`config.mk`:
```
export PLATFORM = sky130hd
export DESIGN_NAME = supervisor_serial_register_bank
export DESIGN_NICKNAME = d
export VERILOG_FILES = /design/src/supervisor_bank_pkg.sv /design/src/conv_if.sv /design/src/conversion_sequencer.sv /design/src/supervisor_serial_register_bank.sv
export SDC_FILE = /design/constraint.sdc
export NUM_CORES = 1
export LEC_CHECK = 0
export ABC_AREA = 1
export BUFFER_PORTS_ARGS = -buffer_cell sky130_fd_sc_hd__buf_2
export CAP_MARGIN = 30
export CORE_ASPECT_RATIO = 0.7
export CORE_MARGIN = 4
export CORE_UTILIZATION = 60
export CTS_CLUSTER_SIZE = 30
export DETAILED_ROUTE_END_ITERATION = 7
export PLACE_DENSITY = 0.82
export RECOVER_POWER = 100
export SETUP_SLACK_MARGIN = 0.05
export SLEW_MARGIN = 30
export SYNTH_ARGS = -nofsm -noshare
export SYNTH_HDL_FRONTEND = slang
export SYNTH_SLANG_ARGS = --single-unit
```
`constraint.sdc`:
```
create_clock -name clk_in -period 5.6 [get_ports clk_in]
set_input_delay 0.28 -clock clk_in [delete_from_list [all_inputs] [get_ports clk_in]]
set_output_delay 0.28 -clock clk_in [all_outputs]
set_load 0.05 [all_outputs]
```
`src/supervisor_bank_pkg.sv`:
```
// Constants, field layouts and state codes for the supervisor register bank.
// Assumes one system clock at 40 MHz; serial pins and analog flags are asynchronous.
// Overview of operation
// - Seventeen byte registers on the serial port.
// - Test port reaches every register identically.
// - Non-functional bits always read as one.
// - Comparator pairs packed from bit zero.
// - Window mode puts window result in first flag.
// - Result low nibble, ones, completion flag.
// - Control register: range bit four, channel low.
// - Range zero small scale, one large.
// - Channel codes route monitors and supply pins.
// - Control write latches fields, starts conversion.
// - Flag low while converting, high when done.
// - Restart delays flag until second conversion ends.
// - Pin levels in low nibble, ones above.
// - Selected inputs take override, others take pins.
// - Override bits three to one, cleared.
// - Any write to reset register resets device.
// - Write is address, offset, data, each acknowledged.
// - Read is offset write then one data byte, resent until master nack.
package supervisor_bank_pkg;
  localparam int REG_COUNT = 17;
  localparam logic [7:0] OFS_CMP_A = 8'h00;
  localparam logic [7:0] OFS_CMP_B = 8'h01;
  localparam logic [7:0] OFS_CMP_C = 8'h02;
  localparam logic [7:0] OFS_OUT_LO = 8'h03;
  localparam logic [7:0] OFS_OUT_HI = 8'h04;
  localparam logic [7:0] OFS_PINS = 8'h06;
  localparam logic [7:0] OFS_RES_LO = 8'h07;
  localparam logic [7:0] OFS_RES_HI = 8'h08;
  localparam logic [7:0] OFS_CONV = 8'h09;
  localparam logic [7:0] OFS_SIG0 = 8'h0a;
  localparam logic [7:0] OFS_SIG1 = 8'h0b;
  localparam logic [7:0] OFS_SIG2 = 8'h0c;
  localparam logic [7:0] OFS_SIG3 = 8'h0d;
  localparam logic [7:0] OFS_GP_LO = 8'h0e;
  localparam logic [7:0] OFS_GP_HI = 8'h0f;
  localparam logic [7:0] OFS_OVR = 8'h11;
  localparam logic [7:0] OFS_RST = 8'h12;
  localparam logic [7:0] FILL_ONES = 8'hff;
  localparam logic [7:0] GP_LO_RESET = 8'h04;
  localparam logic [5:0] GP_HI_RESET = 6'h00;
  localparam logic [2:0] OVR_RESET = 3'h0;
  localparam logic [4:0] CONV_RESET = 5'h00;
  localparam int RANGE_BIT = 4;
  localparam int CHAN_W = 4;
  localparam int RESULT_W = 12;
  localparam int MON_COUNT = 10;
  localparam int PIN_COUNT = 4;
  localparam int OUT_COUNT = 14;
  localparam int GP_HI_W = 6;
  localparam int OVR_W = 3;
  localparam int CLK_MHZ = 40;
  localparam int NS_PER_US = 1000;
  localparam logic [2:0] BYTE_LAST = 3'h7;
  typedef enum logic [3:0] {
    ST_IDLE = 4'h0,
    ST_ADDR = 4'h1,
    ST_ADDR_ACK = 4'h2,
    ST_REG = 4'h3,
    ST_REG_ACK = 4'h4,
    ST_WDATA = 4'h5,
    ST_DATA_ACK = 4'h6,
    ST_RDATA = 4'h7,
    ST_MACK = 4'h8,
    ST_HOLD = 4'h9
  } link_state_e;
endpackage

```
`src/conv_if.sv`:
```
// Handshake between the register bank and the conversion sequencer.
// Assumes both ends run on the same system clock.
`timescale 1ns/100ps
interface conv_if;
  import supervisor_bank_pkg::*;
  logic start;
  logic clear;
  logic done;
  logic [RESULT_W-1:0] result;
  modport bank(output start, output clear, input done, input result);
  modport engine(input start, input clear, output done, output result);
endinterface

```
`src/conversion_sequencer.sv`:
```
// Single-shot conversion timer and result holder.
// Assumes the analog sample input is settled when the timer expires.
`timescale 1ns/100ps
module conversion_sequencer #(
  parameter int CONV_CYCLES = 4000
) (
  input wire logic clk_in,
  input wire logic rst_n_in,
  input wire logic [supervisor_bank_pkg::RESULT_W-1:0] sample_in,
  conv_if.engine link
);
  import supervisor_bank_pkg::*;
  localparam int CW = $clog2(CONV_CYCLES + 1);
  typedef logic [CW-1:0] cnt_t;
  typedef struct packed {
    logic busy;
    logic done;
    cnt_t cnt;
    logic [RESULT_W-1:0] result;
  } conv_s;
  conv_s q;
  conv_s n;

  always_comb begin
    n = q;
    if (link.start) begin
      // Restart drops the running count, so only the last request completes
      n.busy = 1'b1;
      n.done = 1'b0;
      n.cnt = '0;
    end else if (q.busy) begin
      if (q.cnt == cnt_t'(CONV_CYCLES - 1)) begin
        n.busy = 1'b0;
        n.done = 1'b1;
        n.result = sample_in;
      end else begin
        n.cnt = q.cnt + cnt_t'(1);
      end
    end
    if (link.clear || !rst_n_in) begin
      n.busy = 1'b0;
      n.done = 1'b1;
      n.cnt = '0;
      n.result = '0;
    end
  end

  always_ff @(posedge clk_in) begin
    q <= n;
  end

  assign link.done = q.done;
  assign link.result = q.result;

  // ************************************************
  // Checks
  // ************************************************
  cnt_t since_q;
  always_ff @(posedge clk_in) begin
    if (!rst_n_in || link.start) begin
      since_q <= '0;
    end else if (since_q != '1) begin
      since_q <= since_q + cnt_t'(1);
    end
  end
endmodule

```
`src/supervisor_serial_register_bank.sv`:
```
// Serial slave register bank of the supply supervisor with a parallel test port.
// Assumes open-drain pins resolved outside and test port logic on clk_in.
`timescale 1ns/100ps
module supervisor_serial_register_bank #(
  parameter int CONV_TIME_NS = 100000,
  parameter logic [31:0] SIGNATURE = 32'h5a3c_96e1 // Arbitrary value
) (
  input wire logic clk_in,
  input wire logic rst_n_in,
  input wire logic scl_in,
  input wire logic sda_in,
  output logic sda_out,
  output logic sda_oe_out,
  input wire logic [6:0] slave_address_in,
  input wire logic test_wr_in,
  input wire logic test_rd_in,
  input wire logic [7:0] test_addr_in,
  input wire logic [7:0] test_wdata_in,
  output logic [7:0] test_rdata_out,
  input wire logic [supervisor_bank_pkg::MON_COUNT-1:0] first_cmp_in,
  input wire logic [supervisor_bank_pkg::MON_COUNT-1:0] second_cmp_in,
  input wire logic [supervisor_bank_pkg::MON_COUNT-1:0] window_cmp_in,
  input wire logic [supervisor_bank_pkg::MON_COUNT-1:0] window_mode_in,
  input wire logic [supervisor_bank_pkg::PIN_COUNT-1:0] digital_input_pin_in,
  input wire logic [supervisor_bank_pkg::OVR_W-1:0] override_select_in,
  input wire logic [supervisor_bank_pkg::OUT_COUNT-1:0] output_drive_state_in,
  input wire logic [supervisor_bank_pkg::RESULT_W-1:0] conv_sample_in,
  output logic [supervisor_bank_pkg::PIN_COUNT-1:0] logic_array_input_out,
  output logic [7:0] general_drive_lo_out,
  output logic [supervisor_bank_pkg::GP_HI_W-1:0] general_drive_hi_out,
  output logic range_select_out,
  output logic [supervisor_bank_pkg::CHAN_W-1:0] channel_select_out,
  output logic device_reset_out
);
  import supervisor_bank_pkg::*;

  // ************************************************
  // Constants and state
  // ************************************************
  localparam int CONV_CYCLES = (CONV_TIME_NS * CLK_MHZ + NS_PER_US - 1) / NS_PER_US;
  localparam int A_LO = 0;
  localparam int B_LO = MON_COUNT;
  localparam int W_LO = 2 * MON_COUNT;
  localparam int P_LO = 3 * MON_COUNT;
  localparam int SDA_I = P_LO + PIN_COUNT;
  localparam int SCL_I = SDA_I + 1;
  localparam int SYNC_W = SCL_I + 1;

  typedef logic [SYNC_W-1:0] sync_t;
  typedef struct packed {
    sync_t s1;
    sync_t s2;
    sync_t s3;
    sync_t st;
    link_state_e state;
    logic [2:0] cnt;
    logic byte_full;
    logic rw;
    logic mack;
    logic [7:0] shift;
    logic [7:0] offset;
    logic sda_oe;
    logic [4:0] conv;
    logic [7:0] gp_lo;
    logic [GP_HI_W-1:0] gp_hi;
    logic [OVR_W-1:0] ovr;
    logic [7:0] test_rdata;
    logic [PIN_COUNT-1:0] la_in;
    logic soft_rst;
  } bank_s;

  bank_s q;
  bank_s n;
  conv_if link();

  logic [2*MON_COUNT-1:0] flags;
  logic [PIN_COUNT-1:0] la_d;
  logic [MON_COUNT-1:0] first_eff;
  logic wr_en;
  logic [7:0] wr_ofs;
  logic [7:0] wr_dat;
  logic [7:0] rd_link;
  sync_t st_n;
  logic rise;
  logic fall;
  logic start;
  logic stop;
  logic sda_v;

  // ************************************************
  // Per-bit flag and input routing
  // ************************************************
  genvar gi;
  generate
    for (gi = 0; gi < MON_COUNT; gi++) begin : g_mon
      assign first_eff[gi] = window_mode_in[gi] ? q.st[W_LO+gi] : q.st[A_LO+gi];
      assign flags[2*gi] = first_eff[gi];
      assign flags[2*gi+1] = q.st[B_LO+gi];
    end
    for (gi = 0; gi < PIN_COUNT; gi++) begin : g_pin
      if (gi == 0) begin : g_fixed
        assign la_d[gi] = q.st[P_LO+gi];
      end else begin : g_sel
        assign la_d[gi] = override_select_in[gi-1] ? q.ovr[gi-1] : q.st[P_LO+gi];
      end
    end
  endgenerate

  // ************************************************
  // Read decode
  // ************************************************
  // Unmapped and write-only offsets read as all ones, like non-functional bits
  function automatic logic [7:0] rd_byte(input logic [7:0] ofs);
    logic [7:0] r;
    r = FILL_ONES;
    if (ofs == OFS_CMP_A) begin
      r = flags[7:0];
    end else if (ofs == OFS_CMP_B) begin
      r = flags[15:8];
    end else if (ofs == OFS_CMP_C) begin
      r = {FILL_ONES[7:4], flags[19:16]};
    end else if (ofs == OFS_OUT_LO) begin
      r = output_drive_state_in[7:0];
    end else if (ofs == OFS_OUT_HI) begin
      r = {FILL_ONES[7:6], output_drive_state_in[13:8]};
    end else if (ofs == OFS_PINS) begin
      r = {FILL_ONES[7:4], q.st[P_LO+:PIN_COUNT]};
    end else if (ofs == OFS_RES_LO) begin
      r = {link.result[3:0], FILL_ONES[3:1], link.done};
    end else if (ofs == OFS_RES_HI) begin
      r = link.result[RESULT_W-1:4];
    end else if (ofs == OFS_CONV) begin
      r = {FILL_ONES[7:5], q.conv};
    end else if (ofs == OFS_SIG0) begin
      r = SIGNATURE[7:0];
    end else if (ofs == OFS_SIG1) begin
      r = SIGNATURE[15:8];
    end else if (ofs == OFS_SIG2) begin
      r = SIGNATURE[23:16];
    end else if (ofs == OFS_SIG3) begin
      r = SIGNATURE[31:24];
    end else if (ofs == OFS_GP_LO) begin
      r = q.gp_lo;
    end else if (ofs == OFS_GP_HI) begin
      r = {FILL_ONES[7:6], q.gp_hi};
    end else if (ofs == OFS_OVR) begin
      r = {FILL_ONES[7:4], q.ovr, FILL_ONES[0]};
    end
    return r;
  endfunction

  // ************************************************
  // Next state
  // ************************************************
  always_comb begin
    n = q;
    wr_en = 1'b0;
    wr_ofs = q.offset;
    wr_dat = q.shift;
    link.start = 1'b0;
    rd_link = rd_byte(q.offset);
    // Three stages; a level counts once stages two and three agree
    n.s1 = {scl_in, sda_in, digital_input_pin_in, window_cmp_in, second_cmp_in, first_cmp_in};
    n.s2 = q.s1;
    n.s3 = q.s2;
    st_n = (q.st & (q.s2 ^ q.s3)) | (q.s3 & ~(q.s2 ^ q.s3));
    n.st = st_n;
    sda_v = st_n[SDA_I];
    rise = !q.st[SCL_I] && st_n[SCL_I];
    fall = q.st[SCL_I] && !st_n[SCL_I];
    start = q.st[SCL_I] && st_n[SCL_I] && q.st[SDA_I] && !sda_v;
    stop = q.st[SCL_I] && st_n[SCL_I] && !q.st[SDA_I] && sda_v;
    n.la_in = la_d;
    n.soft_rst = 1'b0;
    if (test_rd_in) begin
      n.test_rdata = rd_byte(test_addr_in);
    end

    // Serial engine; a repeated start may arrive in any state
    if (start) begin
      n.state = ST_ADDR;
      n.cnt = 3'h0;
      n.byte_full = 1'b0;
      n.sda_oe = 1'b0;
    end else if (stop) begin
      n.state = ST_IDLE;
      n.sda_oe = 1'b0;
    end else begin
      case (q.state)
        ST_ADDR, ST_REG, ST_WDATA: begin
          if (rise) begin
            n.shift = {q.shift[6:0], sda_v};
            n.cnt = q.cnt + 3'h1;
            n.byte_full = (q.cnt == BYTE_LAST);
          end else if (fall && q.byte_full) begin
            n.byte_full = 1'b0;
            n.cnt = 3'h0;
            if (q.state == ST_ADDR) begin
              if (q.shift[7:1] == slave_address_in) begin
                n.rw = q.shift[0];
                n.state = ST_ADDR_ACK;
                n.sda_oe = 1'b1;
              end else begin
                n.state = ST_HOLD;
              end
            end else if (q.state == ST_REG) begin
              n.offset = q.shift;
              n.state = ST_REG_ACK;
              n.sda_oe = 1'b1;
            end else begin
              wr_en = 1'b1;
              n.state = ST_DATA_ACK;
              n.sda_oe = 1'b1;
            end
          end
        end
        ST_ADDR_ACK, ST_MACK: begin
          if (rise && q.state == ST_MACK) begin
            n.mack = !sda_v;
          end else if (fall) begin
            if (q.state == ST_ADDR_ACK && !q.rw) begin
              n.state = ST_REG;
              n.sda_oe = 1'b0;
            end else if (q.state == ST_ADDR_ACK || q.mack) begin
              // Byte is sampled here and shifted out from the shadow
              n.state = ST_RDATA;
              n.shift = {rd_link[6:0], 1'b0};
              n.sda_oe = !rd_link[7];
              n.cnt = 3'h1;
            end else begin
              n.state = ST_HOLD;
              n.sda_oe = 1'b0;
            end
          end
        end
        ST_REG_ACK: begin
          if (fall) begin
            n.state = ST_WDATA;
            n.sda_oe = 1'b0;
          end
        end
        ST_DATA_ACK: begin
          // One data byte per write; further bytes go unanswered
          if (fall) begin
            n.state = ST_HOLD;
            n.sda_oe = 1'b0;
          end
        end
        ST_RDATA: begin
          if (fall) begin
            if (q.cnt == 3'h0) begin
              n.state = ST_MACK;
              n.mack = 1'b0;
              n.sda_oe = 1'b0;
            end else begin
              n.sda_oe = !q.shift[7];
              n.shift = {q.shift[6:0], 1'b0};
              n.cnt = q.cnt + 3'h1;
            end
          end
        end
        default: begin
          n.sda_oe = 1'b0;
        end
      endcase
    end

    // Serial write wins over a test write in the same cycle
    if (!wr_en && test_wr_in) begin
      wr_en = 1'b1;
      wr_ofs = test_addr_in;
      wr_dat = test_wdata_in;
    end
    if (wr_en) begin
      if (wr_ofs == OFS_CONV) begin
        n.conv = wr_dat[4:0];
        link.start = 1'b1;
      end else if (wr_ofs == OFS_GP_LO) begin
        n.gp_lo = wr_dat;
      end else if (wr_ofs == OFS_GP_HI) begin
        n.gp_hi = wr_dat[GP_HI_W-1:0];
      end else if (wr_ofs == OFS_OVR) begin
        n.ovr = wr_dat[3:1];
      end else if (wr_ofs == OFS_RST) begin
        n.soft_rst = 1'b1;
      end
      // Other offsets are acknowledged and dropped
    end

    if (q.soft_rst) begin
      n.conv = CONV_RESET;
      n.gp_lo = GP_LO_RESET;
      n.gp_hi = GP_HI_RESET;
      n.ovr = OVR_RESET;
      link.start = 1'b0;
    end
    if (!rst_n_in) begin
      n = '0;
      n.state = ST_IDLE;
      n.gp_lo = GP_LO_RESET;
      n.gp_hi = GP_HI_RESET;
      n.ovr = OVR_RESET;
      n.conv = CONV_RESET;
      link.start = 1'b0;
    end
  end

  always_ff @(posedge clk_in) begin
    q <= n;
  end

  assign link.clear = q.soft_rst;

  conversion_sequencer #(
    .CONV_CYCLES(CONV_CYCLES)
  ) u_conv (
    .clk_in(clk_in),
    .rst_n_in(rst_n_in),
    .sample_in(conv_sample_in),
    .link(link)
  );

  // ************************************************
  // Outputs
  // ************************************************
  // Open drain: the pin is only ever pulled low
  assign sda_out = 1'b0;
  assign sda_oe_out = q.sda_oe;
  assign test_rdata_out = q.test_rdata;
  assign logic_array_input_out = q.la_in;
  assign general_drive_lo_out = q.gp_lo;
  assign general_drive_hi_out = q.gp_hi;
  assign range_select_out = q.conv[RANGE_BIT];
  assign channel_select_out = q.conv[CHAN_W-1:0];
  assign device_reset_out = q.soft_rst;
endmodule

```
Word level (Yosys, flattened, before mapping)
Cells that the tools add are included.
{"block": "word_totals", "word_cells": 285, "output_inout_bits": 34, "register_bits": 232, "in_bits": 102}
{"block": "op_classes", "reduce_logical": 56, "n_mux": 117, "eq_ne": 70, "addsub": 2, "bitwise": 16}
{"operator": "2-to-1 mux 8 bit", "n": 39}
{"operator": "== test 8 x 4 -> 1 bit, second input constant", "n": 19}
{"operator": "AND 36 bit", "n": 2}
{"operator": "== test 8 x 3 -> 1 bit, second input constant", "n": 6}
{"operator": "2-to-1 mux 4 bit", "n": 11}
{"operator": "2-to-1 mux 1 bit", "n": 41}
{"operator": "2-to-1 mux 9 bit", "n": 4}
{"operator": "NOT 36 bit", "n": 1}
{"operator": "bitwise OR 36 bit", "n": 1}
{"operator": "XOR 36 bit", "n": 1}
{"operator": "== test 8 x 2 -> 1 bit, second input constant", "n": 4}
{"operator": "== test 8 x 5 -> 1 bit, second input constant", "n": 4}
{"operator": "inequality test 4 bit, second input constant", "n": 8}
{"operator": "AND reduction 9 bit", "n": 3}
{"operator": "2-to-1 mux 26 bit", "n": 1}
{"operator": "inequality test 2 bit, second input constant", "n": 13}
{"operator": "2-to-1 mux 12 bit", "n": 2}
{"operator": "one-hot mux 8 bit (3 select lines)", "n": 1}
{"operator": "2-to-1 mux 22 bit", "n": 1}
{"operator": "2-to-1 mux 7 bit", "n": 3}
{"operator": "AND reduction 7 bit", "n": 3}
{"operator": "one-hot mux 4 bit (5 select lines)", "n": 1}
{"operator": "== test 4 x 3 -> 1 bit, second input constant", "n": 4}
{"operator": "== test 8 x 1 -> 1 bit, second input constant", "n": 2}
{"operator": "37 further kinds", "n": 86}

Longest topological paths before layout
{"block": "depth", "word_depth": 24, "depth_mapped": 17, "depth_no_buf": 16}

Modules after synthesis
A second synthesis with hierarchy kept.
{"block": "hier_totals", "cells_unflattened": 1579, "hier_area_um2": 10940.5}
{"mod": "supervisor_serial_register_bank", "n_inst": 1, "cells_per_inst": 1369, "area_per_inst_um2": 9482.8, "seq_area_each_um2": 4124.0}
{"mod": "conversion_sequencer", "n_inst": 1, "cells_per_inst": 210, "area_per_inst_um2": 1457.6, "seq_area_each_um2": 520.5}

Least setup slack after synthesis
No wires, ideal clock.
{"block": "synth_path", "path_kind": "register to register", "from": "register q[169] (netlist name)", "to": "register u_conv.q (netlist bit u_conv.link.result[10])", "arrival_ns": 1.944, "path_stages_with_launch": 16, "required_time_ns": 5.484, "path_slack_ns": 3.540, "path_buffers": 1, "cell_sequence": "dfxtp_1 > nor3_2 > nand2_2 > nor2_4 > nand2_2 > nand2_4 > buf_6 > o21ai_2 > nor2_2 > nand2_4 > nor2_8 > nand3_4 > nand2_8 > inv_6 > nor2_2 > nor2_1"}
{"block": "synth_via", "elab_chain_cells": 22, "elab_cells_between_ends": 30, "classes_between": "eq/ne: 1; mux: 11; bitwise: 6; reduce/logical: 12"}
{"item": "from (decl)", "line": "supervisor_serial_register_bank.sv:72", "text": "bank_s q;"}
{"item": "from (signal assigned)", "line": "supervisor_serial_register_bank.sv:309", "text": "q <= n;"}
{"item": "XOR 36 bit *", "line": "supervisor_serial_register_bank.sv:166", "text": "st_n = (q.st & (q.s2 ^ q.s3)) | (q.s3 & ~(q.s2 ^ q.s3));"}
{"item": "NOT 36 bit", "line": "supervisor_serial_register_bank.sv:166"}
{"item": "AND 36 bit", "line": "supervisor_serial_register_bank.sv:166"}
{"item": "bitwise OR 36 bit *", "line": "supervisor_serial_register_bank.sv:166"}
{"item": "zero test 1 bit", "line": "supervisor_serial_register_bank.sv:170", "text": "fall = q.st[SCL_I] && !st_n[SCL_I];"}
{"item": "logical AND 1 bit", "line": "supervisor_serial_register_bank.sv:170"}
{"item": "logical AND 1 bit", "line": "supervisor_serial_register_bank.sv:195", "text": "end else if (fall && q.byte_full) begin"}
{"item": "2-to-1 mux 1 bit", "line": "supervisor_serial_register_bank.sv:195"}
{"item": "[... 6 more ...]"}
{"item": "2-to-1 mux 8 bit", "line": "supervisor_serial_register_bank.sv:269", "text": "if (!wr_en && test_wr_in) begin"}
{"item": "== test 8 x 4 -> 1 bit", "line": "supervisor_serial_register_bank.sv:275", "text": "if (wr_ofs == OFS_CONV) begin"}
{"item": "2-to-1 mux 1 bit", "line": "supervisor_serial_register_bank.sv:275"}
{"item": "2-to-1 mux 1 bit *", "line": "supervisor_serial_register_bank.sv:274", "text": "if (wr_en) begin"}
{"item": "2-to-1 mux 1 bit *", "line": "supervisor_serial_register_bank.sv:290", "text": "if (q.soft_rst) begin"}
{"item": "2-to-1 mux 1 bit *", "line": "supervisor_serial_register_bank.sv:297", "text": "if (!rst_n_in) begin"}
{"item": "NOT 1 bit (no source line) *"}
{"item": "AND reduction 3 bit (no source line) *"}
{"item": "to (signal assigned)", "line": "conversion_sequencer.sv:49", "text": "q <= n;"}
{"item": "to (decl)", "line": "conversion_sequencer.sv:21", "text": "conv_s q;"}
Every way passes the cells marked *; elsewhere a longest branch is shown, timed or not.
A chain may end at the register's enable or synchronous reset.

Worst setup path after layout
{"block": "layout_path", "from": "input port rst_n_in", "to": "register u_conv.q (netlist bit u_conv.link.result[3])"}
{"block": "layout_via", "elab_chain_cells": 3, "elab_cells_between_ends": 5, "classes_between": "mux: 1; bitwise: 1; reduce/logical: 3"}
{"item": "from (decl)", "line": "supervisor_serial_register_bank.sv:9", "text": "input wire logic rst_n_in,"}
{"item": "2-to-1 mux 1 bit", "line": "supervisor_serial_register_bank.sv:297"}
{"item": "NOT 1 bit (no source line)"}
{"item": "AND reduction 3 bit (no source line)"}
Several ways; a longest one is shown, not always the timed one.

==> results.ini <==
[status]
status = finished with violations
violations = max-capacitance violations, max-slew violations

[clock_network]
numCtsBuffers = 21
clkSinkCount = 232
clk_pin_slew_ns = 0.07
cts_root_buf = clkbuf_16
cts_tree = built
insertion_delay_ns = 0.51
clock_path_buffers = 3
post_cts_buffers = 0
h-tree-depth = 1

[die]
dieHeight_um = 118
dieArea_mm2 = 0.0194
start_util_pct = 62.2
fp.dieW_um = 165
std_cell_rows = 39
core_area_mm2 = 0.0166
ios = 136

[detailed_routing]
drt.antenna.violating_nets = 0
wl_per_cell_um = 15.9
firstDrtPassIters = 6
wl_mm = 29.0
vias = 9758
drc_errors = 0
drtIter0Drc = 950
routed_via_density = 5.34

[grt]
grt_pass1_wl_mm = 45.1
antenna_found_initial = 2
grt_max_degree = 93
overflow = 0
grt_usage_pct = 28.7
grt_pass1_vias = 8775

[cells_and_area]
n_fill_cell = 1338
final_cell_mix = nand2_1 (286), inv_1 (248), dfxtp_1 (232), nor2_1 (172)
final_nets = 1691
areaGrowthSynthToFinish_pct = 15.5
fin_util_pct = 71.8
drive_above_1_share_pct = 10.9
mostFrequentLayoutCell = nand2_1

[timing]
setup_viol = 0
fin_crit_sh_pct = 67.6
fin_worst_skew_ns = 0.0134
slew-limit-headroom_pct = -77.8
hold_viol = 0
grt_setup_unrepaired = false
fmax_ghz = 0.264
min_period_ns = 3.79
worst_slew_pin_slew_ns = 2.67
drv_slew = 165
fin_ws_ns = 1.81
fin_setup_tns_ns = 0

[power]
vdd_drop_max_mv = 0.265
power_uw = 3670
p_sw_uw = 1030
power.internal_uw = 2640
p_comb_share_pct = 14.0
power_density_mw_per_mm2 = 308
p_sw_share_pct = 28.0
leakage_uw = 0.00570
power.share.sequential_pct = 48.3
p_clk_share_pct = 37.7

[setup_path]
cp.arrival_ns = 4.19
reg2regPathDepth = 15
critical_path.endpoint_type = flop
crit_fanout = 71
crit_type = in -> reg
required_ns = 6.00
startpoint_type = input pin

[logic_synthesis]
synth-edff-count = 0
async_reset_ff_share_pct = 0
postSynthAreaPerCell_um2 = 7.13
ys.flop_type = dfxtp_1
synth_seq_area_share_pct = 45.0
ys_warn_count = 0
synth_cell_types = 50
synth_nets = 1553
ys_ff_latch = 232
syn_inst = 1447
synth_area_mm2 = 0.0103

[place]
port_buffers = 134
gp_congestion = 0.994
hpwl_mm = 20.9
dp_slack_ns = 3.01

[job]
drv_cap = 2

[hold_path]
hp-class = in -> reg
holdPathStages = 3

cell usage after synthesis (4+ instances only):
library cell | number | area [um2]
nand2_1 | 285 | 1070
or2_2 | 4 | 25.0
o21ai_2 | 5 | 43.8
o211ai_1 | 7 | 52.6
o22ai_1 | 10 | 62.6
nor4_1 | 6 | 37.5
inv_1 | 248 | 931
nand4_1 | 14 | 87.6
mux2i_1 | 9 | 90.1
nand2_2 | 6 | 37.5
nor2_1 | 164 | 616
nand3_1 | 51 | 255
o2111ai_1 | 5 | 43.8
xor2_1 | 12 | 105
ha_1 | 4 | 50.1
nor3_1 | 20 | 100
nor2_2 | 13 | 81.3
buf_4 | 33 | 248
clkbuf_1 | 26 | 97.6
o21ai_1 | 16 | 80.1
o221ai_1 | 4 | 35.0
o21ai_0 | 112 | 561
a21oi_1 | 121 | 606
dfxtp_1 | 232 | 4640
metal layers:
layer | vias up | GRT usage (%) | routed length (um)
met5 | - | 0 | 0
met4 | 0 | 6.81 | 696
met3 | 60 | 5.57 | 2590
met2 | 447 | 43.7 | 12600
met1 | 4429 | 41.9 | 13100
li1 | 4822 | - | -
cell type report:
class	instances	area, um2	share of cell area [%]
inverter	252	951	7.98
clock inverter	8	58.8	0.494
antenna	2	5.00	0.0420
multi-input combinational	902	4340	36.4
clock buffer	30	599	5.03
sequential	232	4640	39.0
timing repair buffer	176	1040	8.70
tap	225	282	2.36
cells by family after synthesis:
group | after synthesis | share of synthesized area (%)
xor+xnor | 13 | 1.10
mux | 12 | 1.20
simple gates | 580 | 24.2
flops | 232 | 45.0
fa+ha+maj | 4 | 0.485
compound gates | 292 | 15.3
buf+inv | 313 | 12.7
other cells | 1 | 0.0364
through the flow:
step	cell area (um2)	std cells	hold WS (ns)
floorplan	10300	1447	0.374
detailed placement	10900	1749	0.400
global route	11900	1827	0.0194
CTS	12000	1825	0.00598
global placement	10900	1749	0.392
finish	11900	1827	0.0132
path summary, 6_finish.rpt:
kind | start | endpoint | slack (ns)
max | rst_n_in | u_conv.link.result[3] | 1.81
min | conv_sample_in[2] | u_conv.link.result[2] | 0.01
max reg2reg | q[97] | u_conv.link.result[3] | 2.69
min reg2reg | q[184] | q[148] | 0.41
power by group through the flow:
stage	logic (uW)	clock network, uW	registers (uW)
global route	576	1460	1770
floorplan	350	0	1790
CTS	504	1380	1770
detailed placement	480	0	1800
global placement	474	0	1800
finish	514	1380	1770
what timing repair did:
item                      4_1_cts  5_1_grt
hold endpoints to repair       38        0
resized for setup               0        0
hold buffers                   38        0
worst max-delay path, stage by stage:
cell and delay (ns):
clkbuf_1 1.86, inv_1 0.11, buf_4 0.31, nor2_2 0.55, nand3_1 0.51, nand2_8 0.24, inv_6 0.07, nor2_1 0.14
nor2_1 0.07
Power figures use the tool's default switching activity.
